File: src/pkg/wdg_pkg.sv
// Constants shared by the watchdog with reset guards: register map, field layout,
// power-on values, legal key codes and time-out lengths.
// Assumes a 32-bit APB register bus and a slow oscillator sampled on mclk.
// Function
// Count only on slow oscillator ticks
// Period select picks 2^8 to 2^18 ticks
// Key 10101B disables, 01010B enables watchdog
// Other key: delayed reset, set key fault
// Enable key powers up as 01010B
// Normal overflow: full reset, set expiry flag
// Sleep overflow: expiry flag, reset PC, SP
// Illegal key, kick, halt clear count
// Key fault flag bit 0, software clears
// Guard 55h or AAh inert, else reset
// Guard powers up as 01010101
// Guard fault flag bit 3, software clears
// Cause flags bits 7 to 4 read zero
// Power-on reset forces program counter zero
// Halt clears count, running only if enabled
// Undefined level register sets its fault flag
// Guard delay is a parameter in ticks
package wdg_pkg;

  // Byte addresses of the registers on the APB bus.
  localparam logic [7:0] ADDR_DOG_CONTROL  = 8'h00;
  localparam logic [7:0] ADDR_CAUSE_FLAGS  = 8'h04;
  localparam logic [7:0] ADDR_RESET_GUARD  = 8'h08;
  localparam logic [7:0] ADDR_LEVEL_CTRL   = 8'h0c;
  localparam logic [7:0] ADDR_DOG_STATUS   = 8'h10;

  // Power-on values of the control registers.
  localparam logic [7:0] DOG_CONTROL_POR   = 8'h53;
  localparam logic [7:0] RESET_GUARD_POR   = 8'h55;
  localparam logic [7:0] LEVEL_CTRL_POR    = 8'h5a;

  // Field positions inside dog_control.
  localparam int KEY_LSB = 3;
  localparam int KEY_MSB = 7;
  localparam int SEL_MSB = 2;

  // Legal codes of the keyed fields.
  localparam logic [4:0] KEY_DISABLE       = 5'h15;
  localparam logic [4:0] KEY_ENABLE        = 5'h0a;
  localparam logic [7:0] GUARD_OK_A        = 8'h55;
  localparam logic [7:0] GUARD_OK_B        = 8'haa;
  localparam logic [7:0] LEVEL_OK_A        = 8'h5a;
  localparam logic [7:0] LEVEL_OK_B        = 8'ha5;

  // Bit positions inside reset_cause_flags and the status register.
  localparam int FLAG_DOG_KEY   = 0;
  localparam int FLAG_LEVEL_REG = 1;
  localparam int FLAG_BROWNOUT  = 2;
  localparam int FLAG_GUARD_REG = 3;
  localparam int STAT_EXPIRY    = 0;
  localparam int STAT_POWERDOWN = 1;
  localparam int STAT_ENABLED   = 2;

  // Last count value of each time-out, one less than the period in ticks.
  localparam int CNT_W = 18;
  localparam logic [CNT_W-1:0] LAST_2P8  = 18'h000ff;
  localparam logic [CNT_W-1:0] LAST_2P10 = 18'h003ff;
  localparam logic [CNT_W-1:0] LAST_2P12 = 18'h00fff;
  localparam logic [CNT_W-1:0] LAST_2P14 = 18'h03fff;
  localparam logic [CNT_W-1:0] LAST_2P15 = 18'h07fff;
  localparam logic [CNT_W-1:0] LAST_2P16 = 18'h0ffff;
  localparam logic [CNT_W-1:0] LAST_2P17 = 18'h1ffff;
  localparam logic [CNT_W-1:0] LAST_2P18 = 18'h3ffff;

  // Nominal slow oscillator rate in kHz, for reference of the tick period.
  localparam int SLOW_OSC_KHZ = 32;

  // Default guard reset delay in slow oscillator ticks.
  localparam int GUARD_DELAY_TICKS = 4;

endpackage

File: src/verilog/wdg_top.sv
// Watchdog timer with keyed enable, keyed reset guard and reset-cause flags.
// Assumes an APB master on mclk, CPU instruction strobes on mclk, and the slow
// oscillator and brownout detector arriving as asynchronous pins.
`timescale 1ns/100ps
`default_nettype none

module wdg_top #(
  parameter int GUARD_DELAY = wdg_pkg::GUARD_DELAY_TICKS  // Guard delay in slow ticks.
) (
  // Clock and synchronous reset.
  input  wire logic        mclk,
  input  wire logic        reset,
  // APB slave.
  input  wire logic        psel,
  input  wire logic        penable,
  input  wire logic        pwrite,
  input  wire logic [7:0]  paddr,
  input  wire logic [31:0] pwdata,
  output logic             pready,
  output logic [31:0]      prdata,
  output logic             pslverr,
  // Asynchronous pins.
  input  wire logic        slow_internal_osc,
  input  wire logic        brownout_detect,
  // CPU strobes and state.
  input  wire logic        kick_instruction,
  input  wire logic        halt_instruction,
  input  wire logic        sleep_mode,
  // Reset requests towards the core.
  output logic             device_reset_q,
  output logic             pc_sp_reset_q,
  output logic             pc_zero_q
);

  // State of the delayed-reset sequencer.
  typedef enum logic [0:0] {
    WDG_IDLE    = 1'b0,
    WDG_PENDING = 1'b1
  } wdg_guard_state_t;

  // Returns the last count value for a period select code.
  function automatic logic [wdg_pkg::CNT_W-1:0] last_count(input logic [2:0] sel);
    case (sel)
      3'h0:    last_count = wdg_pkg::LAST_2P8;
      3'h1:    last_count = wdg_pkg::LAST_2P10;
      3'h2:    last_count = wdg_pkg::LAST_2P12;
      3'h3:    last_count = wdg_pkg::LAST_2P14;
      3'h4:    last_count = wdg_pkg::LAST_2P15;
      3'h5:    last_count = wdg_pkg::LAST_2P16;
      3'h6:    last_count = wdg_pkg::LAST_2P17;
      default: last_count = wdg_pkg::LAST_2P18;
    endcase
  endfunction

  // Tells whether an enable key is one of the two legal codes.
  function automatic logic key_legal(input logic [4:0] key);
    key_legal = (key == wdg_pkg::KEY_ENABLE) || (key == wdg_pkg::KEY_DISABLE);
  endfunction

  // Registers visible to software.
  logic [7:0]  dog_control_q;              // Enable key and period select.
  logic [7:0]  reset_guard_q;              // Guard pattern.
  logic [7:0]  level_ctrl_q;               // Level control pattern.
  logic [3:0]  cause_flags_q;              // Sticky reset causes.
  logic        expiry_flag_q;              // Watchdog time-out seen.
  logic        powerdown_flag_q;           // Halt executed since last kick.

  // Internal state.
  logic [2:0]  osc_sync_q;                 // Slow oscillator synchroniser and edge stage.
  logic [1:0]  bo_sync_q;                  // Brownout synchroniser.
  logic [wdg_pkg::CNT_W-1:0] dog_count_q;  // Watchdog count in slow ticks.
  wdg_guard_state_t guard_state_q;         // Delayed-reset sequencer state.
  logic [15:0] delay_count_q;              // Ticks spent waiting for the guard delay.
  logic [2:0]  pend_cause_q;               // Faults latched for the pending reset.
  logic [31:0] prdata_q;                   // Read data captured in the setup cycle.
  logic        pslverr_q;                  // Error answer captured in the setup cycle.

  // Decoded helpers.
  logic        slow_tick;                  // One mclk pulse per slow oscillator rise.
  logic        dog_enabled;                // Watchdog counting allowed.
  logic        key_fault;                  // Enable key holds an illegal code.
  logic        guard_fault;                // Guard holds an illegal pattern.
  logic        level_fault;                // Level register holds an illegal pattern.
  logic        wr_access;                  // Write completing this edge.
  logic        wr_bad_key;                 // Write of an illegal enable key.
  logic        overflow;                   // Count reaches its period this tick.
  logic        fire;                       // Delayed reset releases this edge.
  logic        self_reset;                 // Block-initiated full reset this edge.
  logic [15:0] delay_last;                 // Last tick of the guard delay.

  assign delay_last  = 16'(GUARD_DELAY - 1);
  assign slow_tick   = osc_sync_q[1] & ~osc_sync_q[2];
  assign dog_enabled = dog_control_q[wdg_pkg::KEY_MSB:wdg_pkg::KEY_LSB]
                       == wdg_pkg::KEY_ENABLE;
  assign key_fault   = ~key_legal(dog_control_q[wdg_pkg::KEY_MSB:wdg_pkg::KEY_LSB]);
  assign guard_fault = (reset_guard_q != wdg_pkg::GUARD_OK_A)
                       && (reset_guard_q != wdg_pkg::GUARD_OK_B);
  assign level_fault = (level_ctrl_q != wdg_pkg::LEVEL_OK_A)
                       && (level_ctrl_q != wdg_pkg::LEVEL_OK_B);
  assign wr_access   = psel & penable & pwrite;
  assign wr_bad_key  = wr_access && (paddr == wdg_pkg::ADDR_DOG_CONTROL)
                       && !key_legal(pwdata[wdg_pkg::KEY_MSB:wdg_pkg::KEY_LSB]);
  assign overflow    = slow_tick && dog_enabled
                       && (dog_count_q == last_count(dog_control_q[wdg_pkg::SEL_MSB:0]));
  assign fire        = (guard_state_q == WDG_PENDING) && slow_tick
                       && (delay_count_q == delay_last);
  assign self_reset  = fire || (overflow && !sleep_mode);

  // The slave never inserts wait states.
  assign pready  = 1'b1;
  assign prdata  = prdata_q;
  assign pslverr = pslverr_q;

  // Two-stage synchronisers; the third oscillator stage only feeds edge detection.
  always_ff @(posedge mclk) begin
    if (reset) begin
      osc_sync_q <= 3'h0;
      bo_sync_q  <= 2'h0;
    end else begin
      osc_sync_q <= {osc_sync_q[1:0], slow_internal_osc};
      bo_sync_q  <= {bo_sync_q[0], brownout_detect};
    end
  end

  // Dog control register; a block-initiated full reset restores its power-on value.
  always_ff @(posedge mclk) begin
    if (reset || self_reset) begin
      dog_control_q <= wdg_pkg::DOG_CONTROL_POR;
    end else if (wr_access && paddr == wdg_pkg::ADDR_DOG_CONTROL) begin
      dog_control_q <= pwdata[7:0];
    end
  end

  // Guard and level registers, restored the same way.
  always_ff @(posedge mclk) begin
    if (reset || self_reset) begin
      reset_guard_q <= wdg_pkg::RESET_GUARD_POR;
      level_ctrl_q  <= wdg_pkg::LEVEL_CTRL_POR;
    end else if (wr_access) begin
      if (paddr == wdg_pkg::ADDR_RESET_GUARD) begin
        reset_guard_q <= pwdata[7:0];
      end
      if (paddr == wdg_pkg::ADDR_LEVEL_CTRL) begin
        level_ctrl_q <= pwdata[7:0];
      end
    end
  end

  // Watchdog counter: runs on slow ticks only, cleared by kick, halt or a bad key write.
  always_ff @(posedge mclk) begin
    if (reset || self_reset) begin
      dog_count_q <= '0;
    end else if (kick_instruction || halt_instruction || wr_bad_key) begin
      dog_count_q <= '0;
    end else if (overflow) begin
      dog_count_q <= '0;
    end else if (slow_tick && dog_enabled) begin
      dog_count_q <= dog_count_q + 1'b1;
    end
  end

  // Delayed-reset sequencer: any illegal pattern starts the delay, which then runs out.
  always_ff @(posedge mclk) begin
    if (reset) begin
      guard_state_q <= WDG_IDLE;
      delay_count_q <= 16'h0000;
      pend_cause_q  <= 3'h0;
    end else begin
      case (guard_state_q)
        WDG_IDLE: begin
          // Start waiting as soon as any keyed register goes bad.
          if (key_fault || guard_fault || level_fault) begin
            guard_state_q <= WDG_PENDING;
            delay_count_q <= 16'h0000;
            pend_cause_q  <= {guard_fault, level_fault, key_fault};
          end
        end
        WDG_PENDING: begin
          // Collect further causes and release after the delay.
          pend_cause_q <= pend_cause_q | {guard_fault, level_fault, key_fault};
          if (fire) begin
            guard_state_q <= WDG_IDLE;
            delay_count_q <= 16'h0000;
            pend_cause_q  <= 3'h0;
          end else if (slow_tick) begin
            delay_count_q <= delay_count_q + 16'h0001;
          end
        end
        default: begin
          guard_state_q <= WDG_IDLE;
        end
      endcase
    end
  end

  // Flags kept through a software write: a written 0 clears, a written 1 keeps.
  logic [3:0]  cause_keep;                 // Flags that survive this edge's write.
  logic [3:0]  cause_set;                  // Causes raised at this edge.
  always_comb begin
    cause_keep = cause_flags_q;
    if (wr_access && paddr == wdg_pkg::ADDR_CAUSE_FLAGS) begin
      cause_keep = cause_flags_q & pwdata[3:0];
    end
  end

  // Causes raised together with the delayed reset, plus the brownout level.
  always_comb begin
    cause_set                          = 4'h0;
    cause_set[wdg_pkg::FLAG_DOG_KEY]   = fire & pend_cause_q[0];
    cause_set[wdg_pkg::FLAG_LEVEL_REG] = fire & pend_cause_q[1];
    cause_set[wdg_pkg::FLAG_BROWNOUT]  = bo_sync_q[1];
    cause_set[wdg_pkg::FLAG_GUARD_REG] = fire & pend_cause_q[2];
  end

  // Reset-cause flags; a new cause wins over a software clear in the same cycle.
  always_ff @(posedge mclk) begin
    if (reset) begin
      cause_flags_q <= 4'h0;
    end else begin
      cause_flags_q <= cause_keep | cause_set;
    end
  end

  // Expiry and power-down flags of the CPU status word.
  always_ff @(posedge mclk) begin
    if (reset) begin
      expiry_flag_q    <= 1'b0;
      powerdown_flag_q <= 1'b0;
    end else begin
      // An overflow wins over a kick or halt clearing the expiry flag.
      if (overflow) begin
        expiry_flag_q <= 1'b1;
      end else if (kick_instruction || halt_instruction) begin
        expiry_flag_q <= 1'b0;
      end
      // A halt sets the power-down flag even when an overflow lands with it.
      if (halt_instruction) begin
        powerdown_flag_q <= 1'b1;
      end else if (kick_instruction) begin
        powerdown_flag_q <= 1'b0;
      end
    end
  end

  // Reset request outputs, one mclk pulse each.
  always_ff @(posedge mclk) begin
    if (reset) begin
      device_reset_q <= 1'b0;
      pc_sp_reset_q  <= 1'b0;
    end else begin
      device_reset_q <= self_reset;
      pc_sp_reset_q  <= overflow & sleep_mode;
    end
  end

  // Program counter zero request: held through power-on reset and on any block reset.
  always_ff @(posedge mclk) begin
    if (reset) begin
      pc_zero_q <= 1'b1;
    end else begin
      pc_zero_q <= self_reset || (overflow && sleep_mode);
    end
  end

  // APB read path and error answer, captured in the setup cycle.
  always_ff @(posedge mclk) begin
    if (reset) begin
      prdata_q  <= 32'h0000_0000;
      pslverr_q <= 1'b0;
    end else if (psel && !penable) begin
      prdata_q  <= 32'h0000_0000;
      pslverr_q <= 1'b0;
      case (paddr)
        wdg_pkg::ADDR_DOG_CONTROL: prdata_q[7:0] <= dog_control_q;
        wdg_pkg::ADDR_CAUSE_FLAGS: prdata_q[3:0] <= cause_flags_q;
        wdg_pkg::ADDR_RESET_GUARD: prdata_q[7:0] <= reset_guard_q;
        wdg_pkg::ADDR_LEVEL_CTRL:  prdata_q[7:0] <= level_ctrl_q;
        wdg_pkg::ADDR_DOG_STATUS: begin
          prdata_q[wdg_pkg::STAT_EXPIRY]    <= expiry_flag_q;
          prdata_q[wdg_pkg::STAT_POWERDOWN] <= powerdown_flag_q;
          prdata_q[wdg_pkg::STAT_ENABLED]   <= dog_enabled;
        end
        default: pslverr_q <= 1'b1;
      endcase
    end
  end

endmodule

`default_nettype wire

File: config.mk
export PLATFORM = sky130hd
export DESIGN_NAME = wdg_top
export DESIGN_NICKNAME = d
export VERILOG_FILES = /design/src/pkg/wdg_pkg.sv /design/src/verilog/wdg_top.sv
export SDC_FILE = /design/constraint.sdc
export NUM_CORES = 1
export LEC_CHECK = 0
export BUFFER_PORTS_ARGS = -buffer_cell sky130_fd_sc_hd__buf_2
export CAP_MARGIN = 5
export CORE_ASPECT_RATIO = 0.7
export CORE_MARGIN = 10
export CORE_UTILIZATION = 55
export DETAILED_ROUTE_END_ITERATION = 16
export PLACE_DENSITY_LB_ADDON = 0.08
export SYNTH_ARGS = -nofsm -noshare
export SYNTH_HDL_FRONTEND = slang
export SYNTH_SLANG_ARGS = --single-unit
export TNS_END_PERCENT = 100
File: constraint.sdc
create_clock -name mclk -period 4.93 [get_ports mclk]
set_input_delay 0.7395 -clock mclk [delete_from_list [all_inputs] [get_ports mclk]]
set_output_delay 0.7395 -clock mclk [all_outputs]
set_load 0.02 [all_outputs]
# Yosys cells after proc, flatten, opt, wreduce, memory -nomap -nowiden
# Cells that the tools add are included.
# totals
in_bits,50
register_bits,85
out_inout_bits,37
wordCells,107
# op_classes
muxes,20
reduce_logical,33
n_eq_ne,22
bitwise,13
addsub,2
# op_table
operator,count
$pmux W18 S7,1
$mux W16,3
$pmux W16 S2,1
$add A18 B1 Y18 const B,1
$eq A18 B18 Y1,1
$add A16 B1 Y16 const B,1
$eq A16 B2 Y1 const B,1
$eq A8 B4 Y1 const B,2
$ne A8 B7 Y1 const B,2
$ne A8 B8 Y1 const B,2
$pmux W3 S5,1
$logic_and A1 B1 Y1,12
$pmux W4 S3,1
$eq A5 B4 Y1 const B,2
$eq A5 B5 Y1 const B,2
$eq A3 B3 Y1 const B,3
$logic_or A1 B1 Y1,9
$eq A8 B3 Y1 const B,1
$eq A8 B5 Y1 const B,1
$logic_not A8 Y1,1
$and A1 B1 Y1,7
$mux W1,7
$eq A3 B2 Y1 const B,2
$mux W3,2
17 further kinds,24

# Longest topological paths before layout
# Gate-level depths: netlist of run 1.
# depth
depth_word,8
ltp_mapped,8
mapped_depth_nobuf,6

# Worst setup path before layout of run 1
# OpenSTA, ideal clock, no wires.
# synth_timing
path_kind,input to register
from,input paddr[5]
to,register reset_guard_q[0]
t_arrival_ps,2279
t_required_ps,4806
path_buffers,1
setup_time_ps,124
cell_stages,6
path_slack_ps,2527
cell_sequence,or4_4 > nor3_4 > and3b_1 > buf_4 > mux2i_1 > nand3_2
# synth_via
elab_chain_len,2
# synth_rtl
element,line_no,source
start: declaration,wdg_top.sv:17,"input wire logic [7:0] paddr,"
$eq A8 B4 Y1,wdg_top.sv:140,if (paddr == wdg_pkg::ADDR_RESET_GUARD) begin
$reduce_and A2 Y1 (no source line),-,
end signal: assignment,wdg_top.sv:137,reset_guard_q <= wdg_pkg::RESET_GUARD_POR;
end signal: assignment,wdg_top.sv:141,reset_guard_q <= pwdata[7:0];
end: declaration,wdg_top.sv:62,logic [7:0] reset_guard_q;
# Every way passes these cells.
# A chain may end at the register's enable or synchronous reset.

# Worst setup path after layout of run 1
# layout_timing
from,input paddr[5]
to,register dog_count_q[9] (netlist name)
# layout_via
elab_chain_len,5
# layout_rtl
element,line_no,source
$logic_not A8 Y1,wdg_top.sv:101,assign wr_bad_key = wr_access && (paddr == wdg_pkg::ADDR_DOG_CONTROL)
$logic_and A1 B1 Y1,wdg_top.sv:101,
$logic_and A1 B1 Y1,wdg_top.sv:102,&& !key_legal(pwdata[wdg_pkg::KEY_MSB:wdg_pkg::KEY_LSB]);
$logic_or A1 B1 Y1,wdg_top.sv:153,end else if (kick_instruction || halt_instruction || wr_bad_key) begin
$reduce_or A3 Y1 (no source line),-,
end signal: assignment,wdg_top.sv:158,dog_count_q <= dog_count_q + 1'b1;
end: declaration,wdg_top.sv:71,logic [wdg_pkg::CNT_W-1:0] dog_count_q;
# Every way passes these cells.

==> impl_metrics.json, run 1 <==
{
  "hold_buffers": 0,
  "p_total_mw": 1.52,
  "period_minus_slack_ns": 2.65,
  "dpl-instance-area_sq_mm": 0.00456,
  "maxSlewHeadroom_pct": 43.3,
  "row_count": 27,
  "postSynthCellCount": 478,
  "worst_path_largest_cell_delay_ns": 0.64,
  "ys_seq_area_share_pct": 38.4,
  "clk_pin_slew_ns": 0.06,
  "start_kind": "input pin",
  "dieHeight_um": 95.1,
  "yosys_warnings": 0,
  "slowest_stage": "o211ai_4",
  "synth_top_cell_area_share_pct": 38.4,
  "place.gp.congestion": 0.852,
  "cp-end-kind": "flip-flop",
  "synth-edff-count": 0,
  "tns_ns": 0,
  "core_sq_mm": 0.00784,
  "p_leak_nw": 1.83,
  "avgSynthCellArea_sq_um": 9.27,
  "htreeDepth": 3,
  "postLayoutCoreUtil_pct": 62.4,
  "avgViaCountPerCell": 5.79,
  "cts_tree": "done",
  "fin_nets": 560,
  "drtPass1Iterations": 5,
  "finalWirelength_um": 10600,
  "hold_class": "reg2reg",
  "max_freq_mhz": 378,
  "grt_max_degree": 30,
  "synth.area.top_cells": "dfxtp_1 38%, mux2i_1 4.7%, buf_4 4.6%",
  "synth_ff_type": "dfxtp_1",
  "diodes": 0,
  "cts_resized": 0,
  "maxSlewViolCount": 0,
  "io_pins": 87,
  "antenna_found_initial": 0,
  "syn2layout_area_growth_pct": 10.5,
  "drc_errors": 0,
  "path_cells": "buf_2, or4_4, nor3_4, nand2_4, o211ai_4, nor3_1",
  "fin_crit_sh_pct": 53.7,
  "port_buffers": 37,
  "dp.cells": 597,
  "grt_util_all_layers_pct": 17.8,
  "synthDistinctLibCells": 68,
  "status": "complete, no violations",
  "cap_viol_max_count": 0,
  "critPathRequiredTime_ns": 5.12,
  "drt_iter0_markers": 256,
  "clock_latency_ns": 0.34,
  "finalHoldViolCount": 0,
  "power_density_mw_per_mm2": 310,
  "peakVddDrop_mv": 0.239,
  "clock_sinks": 85,
  "criticalPathCategory": "in2reg",
  "worst_pin_slew_ns": 0.844,
  "die_area_sq_mm": 0.0121,
  "drive_gt1_share_pct": 19.1,
  "synth-seq-cells": 85,
  "vias": 3555,
  "clockBufferDepth": 2,
  "grt_pass1_wl_um": 17600,
  "netlist_area_sq_mm": 0.00443,
  "yosysTopAreaCell": "dfxtp_1",
  "cts_root_buf": "clkbuf_16",
  "rsz0062_at_grt": "false",
  "stdcell_count": 614,
  "ant_nets": 0,
  "cts_setup_buffers": 0,
  "dpl.hpwl_um": 7860,
  "final-setup-viol-count": 0,
  "fill_cells": 700,
  "async_reset_ff_share_pct": 0,
  "final_area_sq_mm": 0.00489,
  "die_w_um": 127,
  "overflow": 0,
  "critPathArrivalTime_ns": 2.83,
  "cp_max_fo": 18,
  "wire_per_inst_um": 17.2,
  "numCtsBuffers": 9,
  "start_util_pct": 56.5,
  "grt_pass1_vias": 3473,
  "fin_skew_ns": 0.00684
}
-- placed cells by master, fill, tap and decap left out, types with 4 or more instances in the layout --
| cell type | n |
|---|---|
| nand3_2 | 5 |
| buf_2 | 37 |
| nor4_1 | 8 |
| nand2_1 | 34 |
| mux4_2 | 4 |
| and4_1 | 4 |
| xor2_1 | 7 |
| inv_1 | 7 |
| xnor2_1 | 22 |
| nor2_1 | 39 |
| a22o_1 | 5 |
| conb_1 | 25 |
| or3_1 | 5 |
| nand3_1 | 26 |
| a22oi_1 | 5 |
| buf_4 | 4 |
| nor3_2 | 11 |
| nor3_1 | 24 |
| clkbuf_16 | 9 |
| nand4_1 | 7 |
| and3_1 | 7 |
| o21ai_0 | 11 |
| dfxtp_1 | 85 |
| nand2b_1 | 4 |
| nor4bb_1 | 10 |
| nor2b_1 | 6 |
| mux2_2 | 4 |
| mux2i_1 | 21 |
| a21oi_1 | 17 |
-- cell type report --
class,instances,area [sq um],area share (%)
clock buffer,13,260,5.32
clock inverter,3,67.6,1.38
inverter,7,26.3,0.537
multi-input combinational,364,2490,51.0
sequential,85,1700,34.8
tap,101,126,2.58
timing repair buffer,41,215,4.40
-- layer usage --
metal | vias up | global-route usage, % | wire (um)
met3 | 14 | 5.32 | 625
li1 | 1751 | - | -
met1 | 1698 | 23.8 | 5230
met4 | 0 | 5.86 | 143
met2 | 92 | 26.9 | 4570
met5 | - | 0 | 0
-- cells in the mapped netlist (3+ instances only) --
cell type	count
xor2_1	7
or4_4	3
and4_1	4
nor3_1	24
nor4_1	8
or3_1	5
and3_1	7
mux2_2	4
clkbuf_1	7
nand4_1	7
dfxtp_1	85
nand3_1	26
nor2b_1	6
nand3_2	5
o21ai_0	11
nor4bb_1	10
a22oi_1	5
mux2i_1	21
nor2_1	39
a221oi_1	3
nand2b_1	4
nor3_2	11
inv_1	7
a21oi_1	17
xnor2_1	22
buf_2	6
buf_4	27
or2_2	3
mux4_2	4
nand4bb_1	3
buf_6	3
nand2_1	34
a22o_1	5
-- worst max-delay path, delay by kind of cell --
kind | cells | cell delay, ns
AOI/OAI and AO/OA | 1 | 0.64
buffers and inverters | 1 | 0.10
and+or+nand+nor | 4 | 1.33
-- logic make-up (layout without fill, tap and decap cells) --
kind of cell / count (synthesis) / in the layout / share of synthesized area (%)
compound gates: 63 / 63 / 10.7
xor+xnor: 29 / 29 / 5.73
fa+ha+maj: 2 / 2 / 0.565
buf+inv: 52 / 64 / 7.37
flops: 85 / 85 / 38.4
mux: 29 / 29 / 7.80
other cells: 2 / 25 / 0.170
simple gates: 216 / 216 / 29.2
-- flip-flops by register name, summed over array words and instances, names as in the netlist --
signal            flops
dog_count_q          18
delay_count_q        16
dog_control_q         8
level_ctrl_q          8
prdata                8
reset_guard_q         8
cause_flags_q         4
osc_sync_q            3
pend_cause_q          3
bo_sync_q             2
device_reset_q        1
expiry_flag_q         1
guard_state_q         1
pc_sp_reset_q         1
pc_zero_q             1
powerdown_flag_q      1
pslverr               1
-- stage by stage --
| stage | hold slack [ns] | setup WS [ns] |
|---|---|---|
| after floorplan | 0.411 | 2.53 |
| after global placement | 0.431 | 1.97 |
| after detailed placement | 0.431 | 1.96 |
| after CTS | 0.445 | 2.11 |
| after global routing | 0.471 | 2.22 |
| final | 0.441 | 2.28 |
-- worst paths after layout --
kind                                 start                             to  slack (ns)  cells after the start
min reg2reg        bo_sync_q[0]$_SDFF_PP0_        bo_sync_q[1]$_SDFF_PP0_        0.44                      1
min                bo_sync_q[0]$_SDFF_PP0_        bo_sync_q[1]$_SDFF_PP0_        0.44                      1
max reg2reg  dog_control_q[5]$_SDFFE_PP0P_  reset_guard_q[7]$_SDFFE_PP0P_        2.49                      6
max                               paddr[5]    dog_count_q[9]$_SDFFE_PP0P_        2.28                      6
-- where the power goes --
part | internal [mW] | total [mW] | switching [mW]
logic | 0.0250 | 0.0848 | 0.0598
clock network | 0.472 | 0.738 | 0.266
registers | 0.692 | 0.695 | 0.00325
No activity file was read; power rests on OpenSTA's default activity.
==> inputs of run 2 (changes only) <==
--- a/config.mk
+++ b/config.mk
@@ -9,7 +9,7 @@
 export CAP_MARGIN = 5
 export CORE_ASPECT_RATIO = 0.7
 export CORE_MARGIN = 10
-export CORE_UTILIZATION = 55
+export CORE_UTILIZATION = 50
 export DETAILED_ROUTE_END_ITERATION = 16
 export PLACE_DENSITY_LB_ADDON = 0.08
 export SYNTH_ARGS = -nofsm -noshare
==> constraint.sdc (replaced) <==
create_clock -name mclk -period 2.2 [get_ports mclk]
set_input_delay 0.33 -clock mclk [delete_from_list [all_inputs] [get_ports mclk]]
set_output_delay 0.33 -clock mclk [all_outputs]
set_load 0.02 [all_outputs]
==> run 2 against run 1 <==
  * Total power rose by 110%
  * Setup slack worse by 2.2 ns
  * Wire length up 11%
  * Flip-flop and latch count unchanged
  * Register-to-register slack got worse by 2.4 ns
  * Global-route usage is 0.51 points lower
  * Largest cell class unchanged
==> impl_metrics.json, run 2 (synthesized netlist as in run 1, its figures left out) <==
{
  "status": "complete, no violations",
  "power_density_mw_per_mm2": 606,
  "drtPass1Iterations": 5,
  "grt_max_degree": 29,
  "cp_max_fo": 7,
  "dpl.hpwl_um": 8760,
  "hold_class": "in2reg",
  "core_sq_mm": 0.00855,
  "p_total_mw": 3.16,
  "cap_viol_max_count": 0,
  "clock_latency_ns": 0.34,
  "stdcell_count": 672,
  "numCtsBuffers": 9,
  "layout_commonest_cell": "dfxtp_1",
  "final_area_sq_mm": 0.00522,
  "cp-startpoint": "dog_control_q[1]$_SDFFE_PP1P_",
  "cp-end-kind": "flip-flop",
  "largest_register_ffs": 18,
  "final-setup-viol-count": 0,
  "drt_iter0_markers": 396,
  "start_util_pct": 51.8,
  "reg_top3": "dog_count_q: 18 flops, delay_count_q: 16 flops",
  "overflow": 0,
  "dpl-instance-area_sq_mm": 0.00491,
  "row_count": 28,
  "ant_nets": 0,
  "max_freq_mhz": 481,
  "rsz0062_at_grt": "false",
  "die_area_sq_mm": 0.0131,
  "met3_usage_pct": 5.48,
  "top_usage_layer": "met1",
  "peakVddDrop_mv": 0.414,
  "vias": 3813,
  "critPathBufInv": 2,
  "diodes": 0,
  "min_from": "slow_internal_osc",
  "use_met1_pct": 26.7,
  "finalHoldViolCount": 0,
  "antenna_found_initial": 0,
  "fin_nets": 601,
  "criticalPathCategory": "reg2reg",
  "slowest_stage": "or4_4",
  "start_kind": "flip-flop",
  "postLayoutCoreUtil_pct": 61.0,
  "maxSlewViolCount": 0,
  "cpMostUsedCell": "buf_4",
  "reg2reg_from": "dog_control_q[1]$_SDFFE_PP1P_",
  "drive_gt1_share_pct": 25.7,
  "syn2layout_area_growth_pct": 17.7,
  "worst_path_largest_cell_delay_ns": 0.60,
  "worst_pin_slew_ns": 0.644,
  "maxSlewHeadroom_pct": 56.8,
  "clockBufferDepth": 2,
  "finalWirelength_um": 11800,
  "period_minus_slack_ns": 2.08,
  "p_leak_nw": 2.03,
  "grt_pass1_vias": 3523,
  "dieHeight_um": 98.7,
  "grt_pass1_wl_um": 18500,
  "cts_tree": "done",
  "avgViaCountPerCell": 5.67,
  "critPathRequiredTime_ns": 2.48,
  "cts_root_buf": "clkbuf_16",
  "critPathArrivalTime_ns": 2.35,
  "place.gp.congestion": 0.842,
  "wire_per_inst_um": 17.5,
  "path_cells": "buf_4, or3_1, o22ai_1, nor2_1, buf_4, or4_4, a21oi_2",
  "clk_pin_slew_ns": 0.06,
  "whs_ns": 0.203,
  "drc_errors": 0,
  "hold_buffers": 0,
  "clock_sinks": 85,
  "cp_top_family": "simple AND/OR/NAND/NOR gates",
  "dp.cells": 656,
  "largest-register": "dog_count_q",
  "io_pins": 87,
  "port_buffers": 37,
  "gr-usage-met2_pct": 21.6,
  "die_w_um": 132,
  "fin_skew_ns": 0.00435,
  "grt_util_all_layers_pct": 17.3,
  "layout_common_cells": "83 x dfxtp_1, 42 x buf_4, 39 x nor2_1",
  "fin_crit_sh_pct": 94.5,
  "htreeDepth": 3
}
[run 2: changes by cell type in the layout (fill, tap and decap cells not counted), moves of 2 or more]
cell	change
buf_4	+38
buf_12	+2
bufinv_16	-2
clkinv_2	+2
dfxtp_1	-2
dfxtp_2	+2
[run 2: worst paths after layout]
kind                            slack, ns                   endpoint  cells past startpoint
worst max-delay path                 0.12  device_reset_q$_SDFF_PP0_                      7
worst min-delay path                 0.20   osc_sync_q[0]$_SDFF_PP0_                      2
worst max register to register       0.12  device_reset_q$_SDFF_PP0_                      7
worst min register to register       0.43    bo_sync_q[1]$_SDFF_PP0_                      1
[run 2: layer usage]
| layer | part of all wire [%] | vias to the layer above |
|---|---|---|
| met2 | 37 | 159 |
| met3 | 9.4 | 12 |
| met1 | 53 | 1807 |
| met5 | 0 | - |
| li1 | - | 1835 |
| met4 | 1.1 | 0 |
[run 2: per-stage QoR]
step / TNS, ns / setup slack, ns
after floorplan: 0 / 0.206
after global placement: -1.72 / -0.165
after detailed placement: -2.96 / -0.275
after CTS: 0 / 0.0285
after global routing: 0 / 0.0189
final: 0 / 0.121
[run 2: power breakdown]
part / switching (mW) / leakage (nW) / internal [mW]
sequential: 0.00526 / 0.687 / 1.55
combinational: 0.143 / 1.21 / 0.0645
clock: 0.584 / 0.134 / 0.810
[run 2: final cells by class]
| class | instances | area, sq um |
|---|---|---|
| Clock buffer | 12 | 256 |
| Clock inverter | 2 | 10.0 |
| Fill cell | 768 | 3330 |
| Inverter | 7 | 26.3 |
| Multi-Input combinational cell | 365 | 2530 |
| Sequential cell | 85 | 1700 |
| Tap cell | 120 | 150 |
| Timing Repair Buffer | 81 | 541 |
[run 2: what timing repair did]
action,in CTS,in global routing
buffers inserted,0,1
hold endpoints to repair,0,0
gates cloned,0,1
gates resized for setup,2,4
endpoints found under the setup margin,12,11
pin swaps,0,2
[run 2: worst reg2reg max path: stages (launching register included)]
cell and delay [ns]:
dfxtp_1 0.35, buf_4 0.17, or3_1 0.31, o22ai_1 0.14, nor2_1 0.10, buf_4 0.17
or4_4 0.60, a21oi_2 0.17
==> inputs of run 3 (changes only) <==
--- a/config.mk
+++ b/config.mk
@@ -9,7 +9,7 @@
 export CAP_MARGIN = 5
 export CORE_ASPECT_RATIO = 0.7
 export CORE_MARGIN = 10
-export CORE_UTILIZATION = 50
+export CORE_UTILIZATION = 55
 export DETAILED_ROUTE_END_ITERATION = 16
 export PLACE_DENSITY_LB_ADDON = 0.08
 export SYNTH_ARGS = -nofsm -noshare
==> constraint.sdc (replaced) <==
create_clock -name mclk -period 2.3 [get_ports mclk]
set_input_delay 0 -clock mclk [delete_from_list [all_inputs] [get_ports mclk]]
set_output_delay 0 -clock mclk [all_outputs]
set_load 0.02 [all_outputs]
==> run 3 against run 2 <==
  * Sequential share of layout area is 0.29 points lower
  * Combinational power hardly changed
  * Utilization grew 6.1 points
  * Cell area is 0.82% higher
  * Critical path depth decreased by 2
  * Sequential power down 4%
  * Largest cell class unchanged
==> impl_metrics.json, run 3 (synthesized netlist as in run 1, its figures left out) <==
{
  "status": "complete, no violations",
  "avgViaCountPerCell": 5.76,
  "wire_per_inst_um": 17.2,
  "dr_wl_met3_um": 778,
  "grt_max_degree": 30,
  "max_freq_mhz": 456,
  "row_count": 27,
  "multiInputGateArea_sq_mm": 0.00251,
  "antenna_found_initial": 0,
  "numCtsBuffers": 9,
  "cp-end-kind": "flip-flop",
  "syn2layout_area_growth_pct": 18.7,
  "fin_crit_sh_pct": 95.3,
  "overflow": 0,
  "cts_tree": "done",
  "io_pins": 87,
  "p_sw_mw": 0.759,
  "period_minus_slack_ns": 2.19,
  "port_buffers": 37,
  "die_area_sq_mm": 0.0121,
  "place_ws_ns": -0.0945,
  "critPathRequiredTime_ns": 2.56,
  "diodes": 0,
  "finalWirelength_um": 11200,
  "fin_skew_ns": 0.00683,
  "place.gp.congestion": 0.875,
  "final-setup-viol-count": 0,
  "critPathArrivalTime_ns": 2.45,
  "layout_commonest_cell": "dfxtp_1",
  "clockBufferDepth": 2,
  "htreeDepth": 3,
  "criticalPathCategory": "reg2reg",
  "core_sq_mm": 0.00784,
  "worst_pin_slew_ns": 0.716,
  "whs_ns": 0.00846,
  "ant_nets": 0,
  "die_w_um": 127,
  "p_clk_share_pct": 48.1,
  "grt_pass1_wl_um": 18200,
  "dpl.hpwl_um": 8310,
  "layout_common_cells": "84 x dfxtp_1, 39 x nor2_1, 37 x buf_2",
  "maxSlewViolCount": 0,
  "hold_class": "in2reg",
  "start_util_pct": 56.5,
  "rsz0062_at_grt": "false",
  "vias": 3771,
  "dieHeight_um": 95.1,
  "p_leak_nw": 2.03,
  "p_sw_share_pct": 23.2,
  "reg_top3": "dog_count_q: 18 flops, delay_count_q: 16 flops",
  "cap_viol_max_count": 0,
  "fill_cells": 662,
  "finalHoldViolCount": 0,
  "maxSlewHeadroom_pct": 52.1,
  "clock_sinks": 85,
  "cp_max_fo": 13,
  "drt_iter0_markers": 329,
  "drive_gt1_share_pct": 23.1,
  "wl_met2_um": 4930,
  "grt_util_all_layers_pct": 18.3,
  "drc_errors": 0,
  "finalWorstSetupSlack_ns": 0.109,
  "fin_nets": 601,
  "seq_area_sq_mm": 0.00170,
  "largest-register": "dog_count_q",
  "combPwrFrac_pct": 6.4,
  "p_seq_share_pct": 45.6,
  "p_int_mw": 2.51,
  "power_density_mw_per_mm2": 622,
  "clock_latency_ns": 0.34,
  "grt_pass1_vias": 3497,
  "peakVddDrop_mv": 0.781,
  "drtPass1Iterations": 4,
  "top_layer_used": "met4",
  "largest_register_ffs": 18,
  "start_kind": "flip-flop",
  "cts_root_buf": "clkbuf_16",
  "drt-met1-wl_um": 5400,
  "clk_pin_slew_ns": 0.07
}
[run 3: cell count changes in the layout (fill, tap and decap cells not counted), moves of 2 or more]
cell / change
buf_4: -12
clkbuf_8: -2
bufinv_16: +2
dlygate4sd3_1: +14
clkinvlp_4: +3
clkinv_4: +2
clkinv_2: -2
[run 3: area by class of cell]
| cell class | instances | area share, % |
|---|---|---|
| Multi-Input combinational cell | 364 | 47.7 |
| Sequential cell | 85 | 32.4 |
| Timing Repair Buffer | 82 | 10.9 |
| Clock buffer | 9 | 4.28 |
| Tap cell | 101 | 2.40 |
| Clock inverter | 7 | 1.90 |
| Inverter | 7 | 0.500 |
[run 3: through the flow]
step | power (mW) | instances | cell area, sq um | util, % | setup TNS [ns]
3_5_place_dp | 1.71 | 625 | 4780 | 61.0 | -0.634
2_1_floorplan | 1.68 | 501 | 4520 | - | 0
6_report | 3.27 | 655 | 5260 | 67.1 | 0
5_1_grt | 3.36 | 655 | 5260 | 67.1 | 0
4_1_cts | 3.28 | 655 | 5260 | 67.1 | 0
3_3_place_gp | 1.71 | 625 | 4780 | 61.0 | -0.122
[run 3: timing repair]
item | in CTS | in global routing
hold buffers | 14 | 0
cloned | 0 | 0
setup buffers | 0 | 0
resized for setup | 1 | 1
endpoints found under the hold margin | 25 | 0
setup endpoints to repair | 12 | 1
[run 3: routing by layer]
metal  global-route usage, %  vias to the layer above
met4                    5.01                        0
met1                    25.2                     1794
met2                    27.6                      126
met3                    5.27                       14
li1                        -                     1837
met5                       0                        -
[run 3: worst max-delay path: stages (launching register included)]
cell and delay (ns):
dfxtp_1 0.31, and4bb_1 0.36, nand2_2 0.12, or3_1 0.46, or4_4 0.64, a21oi_1 0.21
[run 3: worst paths after layout]
path | endpoint | start | cells past startpoint | slack [ns]
min reg2reg | osc_sync_q[1]$_SDFF_PP0_ | osc_sync_q[0]$_SDFF_PP0_ | 1 | 0.44
min | expiry_flag_q$_SDFFE_PP0P_ | kick_instruction | 4 | 0.008
max | device_reset_q$_SDFF_PP0_ | dog_control_q[5]$_SDFFE_PP0P_ | 5 | 0.11
max reg2reg | device_reset_q$_SDFF_PP0_ | dog_control_q[5]$_SDFFE_PP0P_ | 5 | 0.11
[run 3: power groups by stage]
stage	clock network, mW	registers [mW]	logic [mW]
after floorplan	0	1.53	0.148
after global placement	0	1.52	0.183
after detailed placement	0	1.52	0.184
after CTS	1.59	1.49	0.205
after global routing	1.65	1.49	0.225
final	1.57	1.49	0.208
